===== src/adcss_defs.svh =====
// Offsets, field positions, reset values and timing counts of the sequencer
`ifndef ADCSS_DEFS_SVH
`define ADCSS_DEFS_SVH
// Register indices; byte address is four times the index
`define ADCSS_IDX_RES_LO    8'h78
`define ADCSS_IDX_RES_HI    8'h79
`define ADCSS_IDX_CTRL      8'h7a
`define ADCSS_IDX_CH_LO     8'h7c
`define ADCSS_IDX_CH_HI     8'h7d
// Control/status fields
`define ADCSS_CTRL_EN       7
`define ADCSS_CTRL_START    6
`define ADCSS_CTRL_AUTO     5
`define ADCSS_CTRL_DONE     4
`define ADCSS_CTRL_IE       3
`define ADCSS_CTRL_FREE     0
// Selection fields
`define ADCSS_CHHI_REF      5
`define ADCSS_CHHI_TOP      0
`define ADCSS_CH_RST        6'h00
`define ADCSS_REF_RST       1'b0
// Converter clock cycles per conversion, lock release count and full-scale code
`define ADCSS_CYC_FIRST     5'h1a
`define ADCSS_CYC_NORMAL    5'h0f
`define ADCSS_CYC_LAST      5'h02
`define ADCSS_CODE_MAX      10'h3ff
// Bus responses
`define ADCSS_RESP_OKAY     2'h0
`define ADCSS_RESP_SLVERR   2'h2
`endif


===== src/adcss_pkg.sv =====
// Types shared by the sequencer modules
package adcss_pkg;
  typedef logic [5:0] adcss_chan_t;
  typedef logic [9:0] adcss_code_t;
  typedef logic [10:0] adcss_raw_t;
  typedef enum logic [1:0] {
    ADCSS_IDLE = 2'b00,
    ADCSS_WAIT = 2'b01,
    ADCSS_CONV = 2'b10
  } adcss_state_t;
endpackage


===== src/adcss_sel_if.sv =====
// Selection path between sequencer control and applied selection latch
`timescale 1ns/100ps
interface adcss_sel_if;
  import adcss_pkg::*;
  adcss_chan_t shadow_ch;
  logic        shadow_ref;
  logic        lock;
  logic        enable;
  adcss_chan_t applied_ch;
  logic        applied_ref;
  modport ctl (output shadow_ch, shadow_ref, lock, enable,
               input applied_ch, applied_ref);
  modport latch (input shadow_ch, shadow_ref, lock, enable,
                 output applied_ch, applied_ref);
endinterface


===== src/adcss_top.sv =====
// Channel/reference selection and conversion sequencer with AXI4-Lite regs
// How it works
// Shadow channel/reference register is software read/write at any time.
// Shadow copied to applied while idle, only if converter enabled; frozen from conversion start.
// Copying resumes in final converter clock cycle before completion.
// Start bit write begins conversion at next converter clock edge.
// Software writes new selection at least one converter cycle after start.
// Software changes control only in the safe auto-trigger windows.
// Control settings take effect from the next conversion started.
// Free-running restart uses old channel; later conversions use new one.
// Input above reference yields full-scale code, never wraps.
// Reference is supply or internal bandgap-derived fixed reference.
// Software discards first result after a reference change.
// Sleep canceler needs enabled idle converter, single mode, interrupt on; sleep_go does not check ie_r.
// Noise or idle sleep with CPU halted starts a conversion; only the rising edge of sleep_noise_i starts one, there is no idle-sleep input.
// Sleep conversion end raises completion request even after other wake.
// Converter enable is not cleared on entry to any sleep mode.
// Result is input times 1024 over reference, 0x000 to 0x3FF.
// Result registers hold the result once completion flag is set.
// Reference select 0 picks supply, 1 picks internal reference.
// Six-bit channel split over two registers; codes 100000 up unconnected.
// Applied selection drives the multiplexer and reference switch.
// Shadow writes during conversion, before its final converter cycle, leave applied selection untouched.
`timescale 1ns/100ps
`include "adcss_defs.svh"
module adcss_top (
  // Clock and reset
  input  wire logic                   clock_i,
  input  wire logic                   nrst_i,
  // AXI4-Lite write
  input  wire logic [31:0]            s_axi_awaddr_i,
  input  wire logic                   s_axi_awvalid_i,
  output wire logic                   s_axi_awready_o,
  input  wire logic [31:0]            s_axi_wdata_i,
  input  wire logic [3:0]             s_axi_wstrb_i,
  input  wire logic                   s_axi_wvalid_i,
  output wire logic                   s_axi_wready_o,
  output logic      [1:0]             s_axi_bresp_o,
  output logic                        s_axi_bvalid_o,
  input  wire logic                   s_axi_bready_i,
  // AXI4-Lite read
  input  wire logic [31:0]            s_axi_araddr_i,
  input  wire logic                   s_axi_arvalid_i,
  output wire logic                   s_axi_arready_o,
  output logic      [31:0]            s_axi_rdata_o,
  output logic      [1:0]             s_axi_rresp_o,
  output logic                        s_axi_rvalid_o,
  input  wire logic                   s_axi_rready_i,
  // Converter core
  input  wire logic                   adc_tick_i,
  input  wire adcss_pkg::adcss_raw_t  core_code_i,
  output wire adcss_pkg::adcss_chan_t channel_o,
  output wire logic                   channel_valid_o,
  output wire logic                   reference_o,
  output wire logic                   converter_on_o,
  output logic                        sample_start_o,
  // Trigger, sleep and CPU request
  input  wire logic                   trigger_i,
  input  wire logic                   sleep_noise_i,
  output wire logic                   conv_irq_o
);
  import adcss_pkg::*;

  // ****************************************************************
  // Registers and selection path
  // ****************************************************************
  adcss_sel_if sel ();
  adcss_state_t state_r;
  adcss_state_t state_nxt;
  adcss_chan_t  shadow_ch_r;
  logic         shadow_ref_r;
  logic         en_r;
  logic         auto_r;
  logic         done_r;
  logic         ie_r;
  logic         free_r;
  logic         lock_r;
  logic         first_r;
  logic         trig_d_r;
  logic         sleep_d_r;
  logic [4:0]   cnt_r;
  adcss_code_t  result_r;
  adcss_code_t  sat_code;

  adcss_sel_latch u_latch (
    .clock_i (clock_i),
    .nrst_i  (nrst_i),
    .sel     (sel)
  );

  adcss_sat u_sat (
    .raw_i  (core_code_i),
    .code_o (sat_code)
  );

  assign sel.shadow_ch  = shadow_ch_r;
  assign sel.shadow_ref = shadow_ref_r;
  assign sel.lock       = lock_r;
  assign sel.enable     = en_r;

  // ****************************************************************
  // AXI4-Lite decode
  // ****************************************************************
  wire       wr_take  = s_axi_awvalid_i & s_axi_wvalid_i & ~s_axi_bvalid_o;
  wire       rd_take  = s_axi_arvalid_i & ~s_axi_rvalid_o;
  wire [7:0] wr_idx   = s_axi_awaddr_i[9:2];
  wire [7:0] rd_idx   = s_axi_araddr_i[9:2];
  wire       wr_hit   = (s_axi_awaddr_i[31:10] == 22'h000000);
  wire       rd_hit   = (s_axi_araddr_i[31:10] == 22'h000000);
  wire       wr_lane  = s_axi_wstrb_i[0];
  wire [7:0] wd       = s_axi_wdata_i[7:0];
  wire       wr_ctrl  = wr_take & wr_hit & wr_lane &
                        (wr_idx == `ADCSS_IDX_CTRL);
  wire       wr_chlo  = wr_take & wr_hit & wr_lane &
                        (wr_idx == `ADCSS_IDX_CH_LO);
  wire       wr_chhi  = wr_take & wr_hit & wr_lane &
                        (wr_idx == `ADCSS_IDX_CH_HI);
  wire       wr_known = wr_hit & ((wr_idx == `ADCSS_IDX_CTRL) |
                        (wr_idx == `ADCSS_IDX_CH_LO) |
                        (wr_idx == `ADCSS_IDX_CH_HI) |
                        (wr_idx == `ADCSS_IDX_RES_LO) |
                        (wr_idx == `ADCSS_IDX_RES_HI));

  assign s_axi_awready_o = wr_take;
  assign s_axi_wready_o  = wr_take;
  assign s_axi_arready_o = rd_take;

  // ****************************************************************
  // Conversion sequencing
  // ****************************************************************
  wire busy      = (state_r == ADCSS_CONV);
  wire pending   = (state_r == ADCSS_WAIT);
  wire sw_start  = wr_ctrl & wd[`ADCSS_CTRL_START] & en_r & ~busy;
  wire trig_edge = trigger_i & ~trig_d_r;
  wire hw_trig   = en_r & auto_r & ~free_r & trig_edge & ~busy & ~done_r;
  wire sleep_go  = sleep_noise_i & ~sleep_d_r & en_r & ~auto_r &
                   ~busy & ~pending;
  wire begin_cv  = pending & adc_tick_i;
  wire complete  = busy & adc_tick_i & (cnt_r == 5'h01);
  wire restart   = complete & en_r & auto_r & free_r;
  wire done_clr  = wr_ctrl & wd[`ADCSS_CTRL_DONE];

  always_comb begin
    state_nxt = state_r;
    unique case (state_r)
      ADCSS_IDLE: begin
        if (sw_start | hw_trig | sleep_go) begin
          state_nxt = ADCSS_WAIT;
        end
      end
      ADCSS_WAIT: begin
        if (!en_r) begin
          state_nxt = ADCSS_IDLE;
        end else if (adc_tick_i) begin
          state_nxt = ADCSS_CONV;
        end
      end
      ADCSS_CONV: begin
        if (!en_r) begin
          state_nxt = ADCSS_IDLE;
        end else if (complete) begin
          state_nxt = restart ? ADCSS_CONV : ADCSS_IDLE;
        end
      end
      default: state_nxt = ADCSS_IDLE;
    endcase
  end

  always_ff @(posedge clock_i) begin
    if (!nrst_i) begin
      state_r <= ADCSS_IDLE;
    end else begin
      state_r <= state_nxt;
    end
  end

  // Conversion length, lock and completion
  always_ff @(posedge clock_i) begin
    if (!nrst_i) begin
      cnt_r    <= 5'h00;
      lock_r   <= 1'b0;
      first_r  <= 1'b1;
      result_r <= 10'h000;
      sample_start_o <= 1'b0;
    end else begin
      sample_start_o <= begin_cv | restart;
      if (!en_r) begin
        lock_r  <= 1'b0;
        first_r <= 1'b1;
      end else if (begin_cv | restart) begin
        cnt_r   <= first_r ? `ADCSS_CYC_FIRST : `ADCSS_CYC_NORMAL;
        lock_r  <= 1'b1;
        first_r <= 1'b0;
      end else if (busy & adc_tick_i) begin
        cnt_r <= cnt_r - 5'h01;
        if (cnt_r == `ADCSS_CYC_LAST) begin
          lock_r <= 1'b0;
        end
      end
      if (complete) begin
        result_r <= sat_code;
      end
    end
  end

  // ****************************************************************
  // Software registers
  // ****************************************************************
  always_ff @(posedge clock_i) begin
    if (!nrst_i) begin
      en_r   <= 1'b0;
      auto_r <= 1'b0;
      ie_r   <= 1'b0;
      free_r <= 1'b0;
      done_r <= 1'b0;
      shadow_ch_r  <= `ADCSS_CH_RST;
      shadow_ref_r <= `ADCSS_REF_RST;
      trig_d_r  <= 1'b0;
      sleep_d_r <= 1'b0;
    end else begin
      trig_d_r  <= trigger_i;
      sleep_d_r <= sleep_noise_i;
      if (wr_ctrl) begin
        en_r   <= wd[`ADCSS_CTRL_EN];
        auto_r <= wd[`ADCSS_CTRL_AUTO];
        ie_r   <= wd[`ADCSS_CTRL_IE];
        free_r <= wd[`ADCSS_CTRL_FREE];
      end
      if (complete) begin
        done_r <= 1'b1;
      end else if (done_clr) begin
        done_r <= 1'b0;
      end
      if (wr_chlo) begin
        shadow_ch_r[4:0] <= wd[4:0];
      end
      if (wr_chhi) begin
        shadow_ch_r[5] <= wd[`ADCSS_CHHI_TOP];
        shadow_ref_r   <= wd[`ADCSS_CHHI_REF];
      end
    end
  end

  // ****************************************************************
  // Bus responses
  // ****************************************************************
  logic [7:0] rd_byte;
  always_comb begin
    rd_byte = 8'h00;
    unique case (rd_idx)
      `ADCSS_IDX_CTRL:   rd_byte = {en_r, busy | pending, auto_r, done_r,
                                    ie_r, 2'b00, free_r};
      `ADCSS_IDX_CH_LO:  rd_byte = {3'b000, shadow_ch_r[4:0]};
      `ADCSS_IDX_CH_HI:  rd_byte = {2'b00, shadow_ref_r, 4'h0,
                                    shadow_ch_r[5]};
      `ADCSS_IDX_RES_LO: rd_byte = result_r[7:0];
      `ADCSS_IDX_RES_HI: rd_byte = {6'h00, result_r[9:8]};
      default:           rd_byte = 8'h00;
    endcase
  end
  wire rd_known = rd_hit & ((rd_idx == `ADCSS_IDX_CTRL) |
                  (rd_idx == `ADCSS_IDX_CH_LO) |
                  (rd_idx == `ADCSS_IDX_CH_HI) |
                  (rd_idx == `ADCSS_IDX_RES_LO) |
                  (rd_idx == `ADCSS_IDX_RES_HI));

  always_ff @(posedge clock_i) begin
    if (!nrst_i) begin
      s_axi_bvalid_o <= 1'b0;
      s_axi_bresp_o  <= `ADCSS_RESP_OKAY;
      s_axi_rvalid_o <= 1'b0;
      s_axi_rresp_o  <= `ADCSS_RESP_OKAY;
      s_axi_rdata_o  <= 32'h00000000;
    end else begin
      if (wr_take) begin
        s_axi_bvalid_o <= 1'b1;
        s_axi_bresp_o  <= wr_known ? `ADCSS_RESP_OKAY : `ADCSS_RESP_SLVERR;
      end else if (s_axi_bready_i) begin
        s_axi_bvalid_o <= 1'b0;
      end
      if (rd_take) begin
        s_axi_rvalid_o <= 1'b1;
        s_axi_rresp_o  <= rd_known ? `ADCSS_RESP_OKAY : `ADCSS_RESP_SLVERR;
        s_axi_rdata_o  <= {24'h000000, rd_known ? rd_byte : 8'h00};
      end else if (s_axi_rready_i) begin
        s_axi_rvalid_o <= 1'b0;
      end
    end
  end

  // ****************************************************************
  // Core outputs
  // ****************************************************************
  assign channel_o       = sel.applied_ch;
  assign channel_valid_o = ~sel.applied_ch[5];
  assign reference_o     = sel.applied_ref;
  assign converter_on_o  = en_r;
  assign conv_irq_o      = done_r & ie_r;

  // ****************************************************************
  // Checks
  // ****************************************************************
  a_start_next_tick: assert property (@(posedge clock_i) disable iff (!nrst_i)
    (pending && adc_tick_i && en_r) |=> busy && lock_r && sample_start_o)
    else $error("conversion did not begin on converter edge");
  a_unlock_last: assert property (@(posedge clock_i) disable iff (!nrst_i)
    (busy && adc_tick_i && cnt_r == 5'h02 && en_r) |=> !lock_r && busy)
    else $error("selection not reopened in final cycle");
  a_lock_in_conv: assert property (@(posedge clock_i) disable iff (!nrst_i)
    (busy && cnt_r > 5'h02) |-> lock_r)
    else $error("selection open during conversion");
  a_done_result: assert property (@(posedge clock_i) disable iff (!nrst_i)
    complete |=> done_r && result_r == $past(sat_code))
    else $error("result or flag missing at completion");
  a_sat_clamp: assert property (@(posedge clock_i) disable iff (!nrst_i)
    core_code_i[10] |-> sat_code == 10'h3ff)
    else $error("over-range code wrapped");
  a_free_restart: assert property (@(posedge clock_i) disable iff (!nrst_i)
    restart |=> busy && lock_r && cnt_r == 5'h0f)
    else $error("free-running restart missing");
  a_sleep_start: assert property (@(posedge clock_i) disable iff (!nrst_i)
    sleep_go |=> pending ##[0:300] (busy || !en_r))
    else $error("sleep conversion not started");
  a_irq_done: assert property (@(posedge clock_i) disable iff (!nrst_i)
    (complete && ie_r && !wr_ctrl) |=> conv_irq_o)
    else $error("completion request not raised");
  a_ref_path: assert property (@(posedge clock_i) disable iff (!nrst_i)
    (wr_chhi && !lock_r && en_r && !begin_cv && !restart) |=>
    ##1 reference_o == $past(wd[5], 2))
    else $error("reference select not applied");
endmodule


===== src/adcss_sel_latch.sv =====
// Applied channel and reference selection, fed from the shadow copy
`timescale 1ns/100ps
`include "adcss_defs.svh"
module adcss_sel_latch (
  // Clock and reset
  input  wire logic   clock_i,
  input  wire logic   nrst_i,
  // Selection path
  adcss_sel_if.latch  sel
);
  import adcss_pkg::*;
  wire copy_en = sel.enable & ~sel.lock;

  always_ff @(posedge clock_i) begin
    if (!nrst_i) begin
      sel.applied_ch  <= `ADCSS_CH_RST;
      sel.applied_ref <= `ADCSS_REF_RST;
    end else if (copy_en) begin
      sel.applied_ch  <= sel.shadow_ch;
      sel.applied_ref <= sel.shadow_ref;
    end
  end

  a_applied_hold: assert property (@(posedge clock_i) disable iff (!nrst_i)
    sel.lock |=> $stable(sel.applied_ch) && $stable(sel.applied_ref))
    else $error("applied selection moved while locked");
  a_copy_open: assert property (@(posedge clock_i) disable iff (!nrst_i)
    copy_en |=> sel.applied_ch == $past(sel.shadow_ch))
    else $error("applied selection not copied while open");
endmodule


===== src/adcss_sat.sv =====
// Clamps the core code to the ten-bit result range
`timescale 1ns/100ps
`include "adcss_defs.svh"
module adcss_sat (
  // Raw code in
  input  wire adcss_pkg::adcss_raw_t  raw_i,
  // Clamped code out
  output wire adcss_pkg::adcss_code_t code_o
);
  import adcss_pkg::*;
  wire over = raw_i[10];
  assign code_o = over ? `ADCSS_CODE_MAX : raw_i[9:0];
endmodule


===== config.mk =====
export PLATFORM = sky130hd
export DESIGN_NAME = adcss_top
export DESIGN_NICKNAME = d
export VERILOG_FILES = /design/src/adcss_pkg.sv /design/src/adcss_sel_if.sv /design/src/adcss_top.sv /design/src/adcss_sel_latch.sv /design/src/adcss_sat.sv
export VERILOG_INCLUDE_DIRS = /design/src
export SDC_FILE = /design/constraint.sdc
export NUM_CORES = 1
export LEC_CHECK = 0
export ABC_AREA = 0
export ABC_CLOCK_PERIOD_IN_PS = 3100
export BUFFER_PORTS_ARGS = -buffer_cell sky130_fd_sc_hd__buf_2
export CAP_MARGIN = 30
export CORE_MARGIN = 8
export CORE_UTILIZATION = 40
export CTS_CLUSTER_DIAMETER = 150
export DETAILED_ROUTE_END_ITERATION = 10
export PLACE_DENSITY = 0.77
export SLEW_MARGIN = 40
export SYNTH_ARGS = -nofsm -noshare
export SYNTH_HDL_FRONTEND = slang
export SYNTH_SLANG_ARGS = --single-unit

===== constraint.sdc =====
create_clock -name clock_i -period 3.1 [get_ports clock_i]
set_input_delay 0.155 -clock clock_i [delete_from_list [all_inputs] [get_ports clock_i]]
set_output_delay 0.155 -clock clock_i [all_outputs]
set_load 0.01 [all_outputs]

After elaboration in Yosys (flattened, before gate mapping). Cells that the tools add are included.

Register bits: 55. Output and inout port bits: 52. Word-level logic and storage cells: 133.

Add/subtract/negate cells: 1. Eq/ne operators: 17. Muxes and demuxes: 24. Bitwise operators: 56. Reduce and logical (&&, ||, !) cells: 12.

Operator list (number): == test 8 x 7 -> 1 bit (second input constant) (10); zero test 22 bit (2); one-hot mux 8 bit (5 select lines) (1); AND 1 bit (33); 2-to-1 mux 2 bit (8); 2-to-1 mux 5 bit (3); bitwise OR 1 bit (12); inverter 1 bit (11); 2-to-1 mux 10 bit (1); nonzero test 2 bit (5); 2-to-1 mux 1 bit (9); 2-to-1 mux 8 bit (1); one-hot mux 2 bit (3 select lines) (1); AND reduction 2 bit (3); == test 5 x 1 -> 1 bit (second input constant) (1); == test 5 x 2 -> 1 bit (second input constant) (1); subtractor 5 x 1 -> 5 bit (second input constant) (1); != test 3 x 2 -> 1 bit (second input constant) (1); != test 3 bit (second input constant) (1); AND reduction 3 bit (1); == test 2 x 1 -> 1 bit (second input constant) (1); == test 2 bit (second input constant) (1); zero test 2 bit (1); != test 2 bit (second input constant) (1).

Depth between registers and ports, before layout.
Depth after elaboration: 12. Depth in mapped cells: 8. Gate-level depth less buffers: 7.

By module. A second synthesis with hierarchy kept.

Cell total of the unflattened synthesis: 345. Area total of the unflattened synthesis: 3059.2 um^2.

By module, submodules not included: adcss_top (instances 1, cells each 304, area each 2705.1 um^2, sequential area each 920.9 um^2); adcss_sel_latch (instances 1, cells each 31, area each 291.5 um^2, sequential area each 140.1 um^2); adcss_sat (instances 1, cells each 10, area each 62.6 um^2, sequential area each 0.0 um^2).

Worst setup path after synthesis. OpenSTA, ideal clock, no wires.

Kind: register to register. Start: reg state_r[0]. End: reg cnt_r[2]. Data arrival time: 1753 ps. Required time: 3026 ps. Slack: 1273 ps. Stages on the path, launching flop included: 9. Buffers on the path: 1. Cells stage by stage: dfxtp_1 -> inv_1 -> ha_1 -> and2_0 -> a31oi_1 -> clkbuf_1 -> mux2i_1 -> nand3_1 -> o21ai_0.

Word-level cells in the longest chain between the ends: 9. Elaborated cells on any way between the ends: 12.

RTL lines: from (decl) (line adcss_top.sv:68) `adcss_state_t state_r;`; from (signal assigned) (line adcss_top.sv:173) `state_r <= state_nxt;`; == test 2 bit (line adcss_top.sv:131) `wire busy = (state_r == ADCSS_CONV);`; AND 1 bit (line adcss_top.sv:139, adcss_top.sv:194); AND 1 bit (line adcss_top.sv:139) `wire complete = busy & adc_tick_i & (cnt_r == 5'h01);`; AND 1 bit (3 in a row) (line adcss_top.sv:140) `wire restart = complete & en_r & auto_r & free_r;`; bitwise OR 1 bit (line adcss_top.sv:190) `end else if (begin_cv | restart) begin`; nonzero test 2 bit (no source line); AND reduction 2 bit (no source line); to (signal assigned) (line adcss_top.sv:191) `` cnt_r <= first_r ? `ADCSS_CYC_FIRST : `ADCSS_CYC_NORMAL; ``; to (signal assigned) (line adcss_top.sv:195) `cnt_r <= cnt_r - 5'h01;`; to (decl) (line adcss_top.sv:81) `logic [4:0] cnt_r;`.

Parallel ways exist; a longest one is shown, timed or not. A chain may end at the register's enable or synchronous reset.

Worst setup path after layout.
Start: reg cnt_r[1]. End: reg state_r[1].

Word-level cells in the longest chain between the ends: 9. Elaborated cells on any way between the ends: 11.

RTL lines: == test 5 x 1 -> 1 bit * (line adcss_top.sv:139); AND 1 bit * (line adcss_top.sv:139); AND 1 bit (3 in a row) (line adcss_top.sv:140); 2-to-1 mux 2 bit (line adcss_top.sv:162) `state_nxt = restart ? ADCSS_CONV : ADCSS_IDLE;`; 2-to-1 mux 2 bit (line adcss_top.sv:161) `end else if (complete) begin`; 2-to-1 mux 2 bit (line adcss_top.sv:159) `if (!en_r) begin`; one-hot mux 2 bit (3 select lines) (line adcss_top.sv:145) `unique case (state_r)`.

Every way passes the cells marked *; elsewhere a longest branch is shown, timed or not. The select of a mux whose other input is x is not followed.

==> results.sh <==
export IMPL_die_x_um=102
export IMPL_grt_antenna_before_repair=0
export IMPL_layout_drive_gt1_share_pct=30.9
export IMPL_cts_clk_slew_worst_paths_ns=0.09
export IMPL_crit_type="register to register"
export IMPL_die_height_um=102
export IMPL_ios=173
export IMPL_cpPeakStageDelay_ns=0.50
export IMPL_final_area_um2=3580
export IMPL_drtIter0Drc=162
export IMPL_ys_top_cells_by_count="dfxtp_1 (53), nand2_1 (30), buf_4 (28)"
export IMPL_irDropWorstVdd_v=0.000233
export IMPL_post_dp_hpwl_um=6250
export IMPL_required_ns=3.34
export IMPL_hold_class="primary input to register"
export IMPL_yosysSeqAreaShare_pct=35.8
export IMPL_finalCritPeriodShare_pct=67.1
export IMPL_synth_edff_count=0
export IMPL_vias_per_cell=4.87
export IMPL_slowest_stage="nor4b_1"
export IMPL_setup_ws_ns=1.02
export IMPL_yosysTopAreaCell="dfxtp_1"
export IMPL_first_pass_iters=5
export IMPL_ctsHoldBuffers=0
export IMPL_fmax_mhz=481
export IMPL_grt_pass1_wl_um=11900
export IMPL_grt_total_usage_pct=14.2
export IMPL_final_util_pct=49.7
export IMPL_finClkSkew_ns=0.00927
export IMPL_maxSlewViolCount=0
export IMPL_cts_root_buf="clkbuf_8"
export IMPL_grt_max_degree=56
export IMPL_worst_path_buf_inv=1
export IMPL_synthArstFlopShare_pct=0
export IMPL_vias=2627
export IMPL_synth_area_leaders="dfxtp_1 (36%), buf_4 (7.1%), mux2i_1 (6.1%), nor4_4 (4.3%), nor2b_1 (4.2%)"
export IMPL_dp_cells=531
export IMPL_pre_cts_ws_ns=1.10
export IMPL_endpoint_kind="register"
export IMPL_antennaDiodeCount=0
export IMPL_hold_viol=0
export IMPL_rsz0062_at_grt="false"
export IMPL_syn_to_final_growth_pct=21.0
export IMPL_dpl_cell_area_um2=3500
export IMPL_postSynthCellCount=332
export IMPL_start_util_pct=41.1
export IMPL_synth_area_um2=2960
export IMPL_synth_most_common_cell="dfxtp_1"
export IMPL_clkLatencyLatePin_ns=0.31
export IMPL_grt_overflow_total=0
export IMPL_route_detailed_drc=0
export IMPL_final_antenna_net_count=0
export IMPL_yosysWarningCount=0
export IMPL_synth_top_cell_area_share_pct=35.8
export IMPL_fillers=697
export IMPL_synth_cell_types=49
export IMPL_setup_tns_ns=0
export IMPL_nets=568
export IMPL_cts_htree_levels=2
export IMPL_worstMarginPinSlew_ns=0.809
export IMPL_crit_path_max_fanout=12
export IMPL_cts_tree="built"
export IMPL_dieArea_um2=10400
export IMPL_drv_cap=0
export IMPL_arrival_ns=2.32
export IMPL_synth_avg_cell_area_um2=8.92
export IMPL_cts_made_buffers=5
export IMPL_p_leak_uw=0.00157
export IMPL_cp_top_family="simple AND/OR/NAND/NOR gates"
export IMPL_p_per_area_nw_per_um2=335
export IMPL_routedWlPerCell_um=14.3
export IMPL_cts_buffer_depth=2
export IMPL_io_buffers=115
export IMPL_core_um2=7210
export IMPL_rows=31
export IMPL_min_period_ns=2.08
export IMPL_status="finished, final reports clean"
export IMPL_final_cells=539
export IMPL_path_cells="inv_1, ha_1, nor4b_1, and2_1, and3_1, o21ai_0, mux2i_1"
export IMPL_synthFlopType="dfxtp_1"
export IMPL_ys_seq_elements=53
export IMPL_ctsResizeCount=0
export IMPL_post_cts_buffers=0
export IMPL_gp_congestion=0.792
export IMPL_clkSinkCount=53
export IMPL_wl_um=7690
export IMPL_max_slew_margin_pct=46.0
export IMPL_grt_pass1_vias=2594
export IMPL_worstSetupStartpointType="register"
export IMPL_setup_viol=0
-- logic make-up after synthesis --
| family | count (synthesis) | synth area share [%] |
|---|---|---|
| muxes | 21 | 7.60 |
| other | 1 | 0.127 |
| buffers and inverters | 51 | 10.0 |
| AOI/OAI and AO/OA | 52 | 12.1 |
| DFF | 53 | 35.8 |
| adders and majority gates | 8 | 3.38 |
| and+or+nand+nor | 146 | 31.0 |
-- final timing paths --
kind | slack [ns] | cells after the start | end | start
max reg2reg | 1.02 | 7 | state_r[1]$_SDFFE_PN0P_ | cnt_r[1]$_SDFFE_PN0P_
max | 1.02 | 7 | state_r[1]$_SDFFE_PN0P_ | cnt_r[1]$_SDFFE_PN0P_
min | 0.05 | 2 | done_r$_SDFFE_PN0P_ | s_axi_wdata_i[4]
min reg2reg | 0.47 | 2 | u_latch.sel.applied_ch[3]$_SDFFE_PN0P_ | u_latch.sel.applied_ch[3]$_SDFFE_PN0P_
-- final cells by class --
| class | instances | area [um^2] | share of cell area [%] |
|---|---|---|---|
| inverters | 10 | 37.5 | 1.05 |
| clock buffers | 8 | 80.1 | 2.23 |
| repair buffers | 116 | 583 | 16.3 |
| flip-flops and latches | 53 | 1060 | 29.6 |
| multi-input cells | 253 | 1700 | 47.4 |
| well taps | 99 | 124 | 3.46 |
-- state kept, by name, indices dropped and copies added (netlist names), 2 cells and up --
| register | count |
|---|---|
| cnt_r | 5 |
| result_r | 10 |
| s_axi_rdata_o | 8 |
| sel.shadow_ch | 6 |
| state_r | 2 |
| u_latch.sel.applied_ch | 6 |
-- power by group --
group          internal [uW]  total (uW)  switching (uW)
clock                    161         376             215
sequential               685         688            2.55
combinational           63.6         138            74.7
total                    910        1200             292
-- metrics by stage --
stage,hold slack (ns),power [uW]
detailed placement,0.368,841
global placement,0.362,839
finish,0.0489,1200
global route,0.0390,1260
CTS,0.0365,1210
floorplan,0.256,790
-- cell usage in the layout (no fill, tap or decap), types with 7 or more instances in the layout --
| cell | count |
|---|---|
| buf_2 | 115 |
| dfxtp_1 | 53 |
| nand2_1 | 30 |
| conb_1 | 26 |
| nor2_1 | 21 |
| nor2b_1 | 20 |
| mux2i_1 | 18 |
| nor3_1 | 15 |
| o21ai_0 | 11 |
| inv_1 | 10 |
| a21boi_0 | 10 |
| nor3b_1 | 10 |
| a21oi_1 | 8 |
| ha_1 | 8 |
| nand3_1 | 7 |
-- routing by layer --
layer  vias to the layer above  track usage, %  routed length (um)
li1                       1329               -                   -
met1                      1207            16.6                3310
met2                        84            24.3                3790
met3                         7            3.81                 498
met4                         0            4.85                  85
met5                         -               0                   0
(Power assumes the default switching activity.)
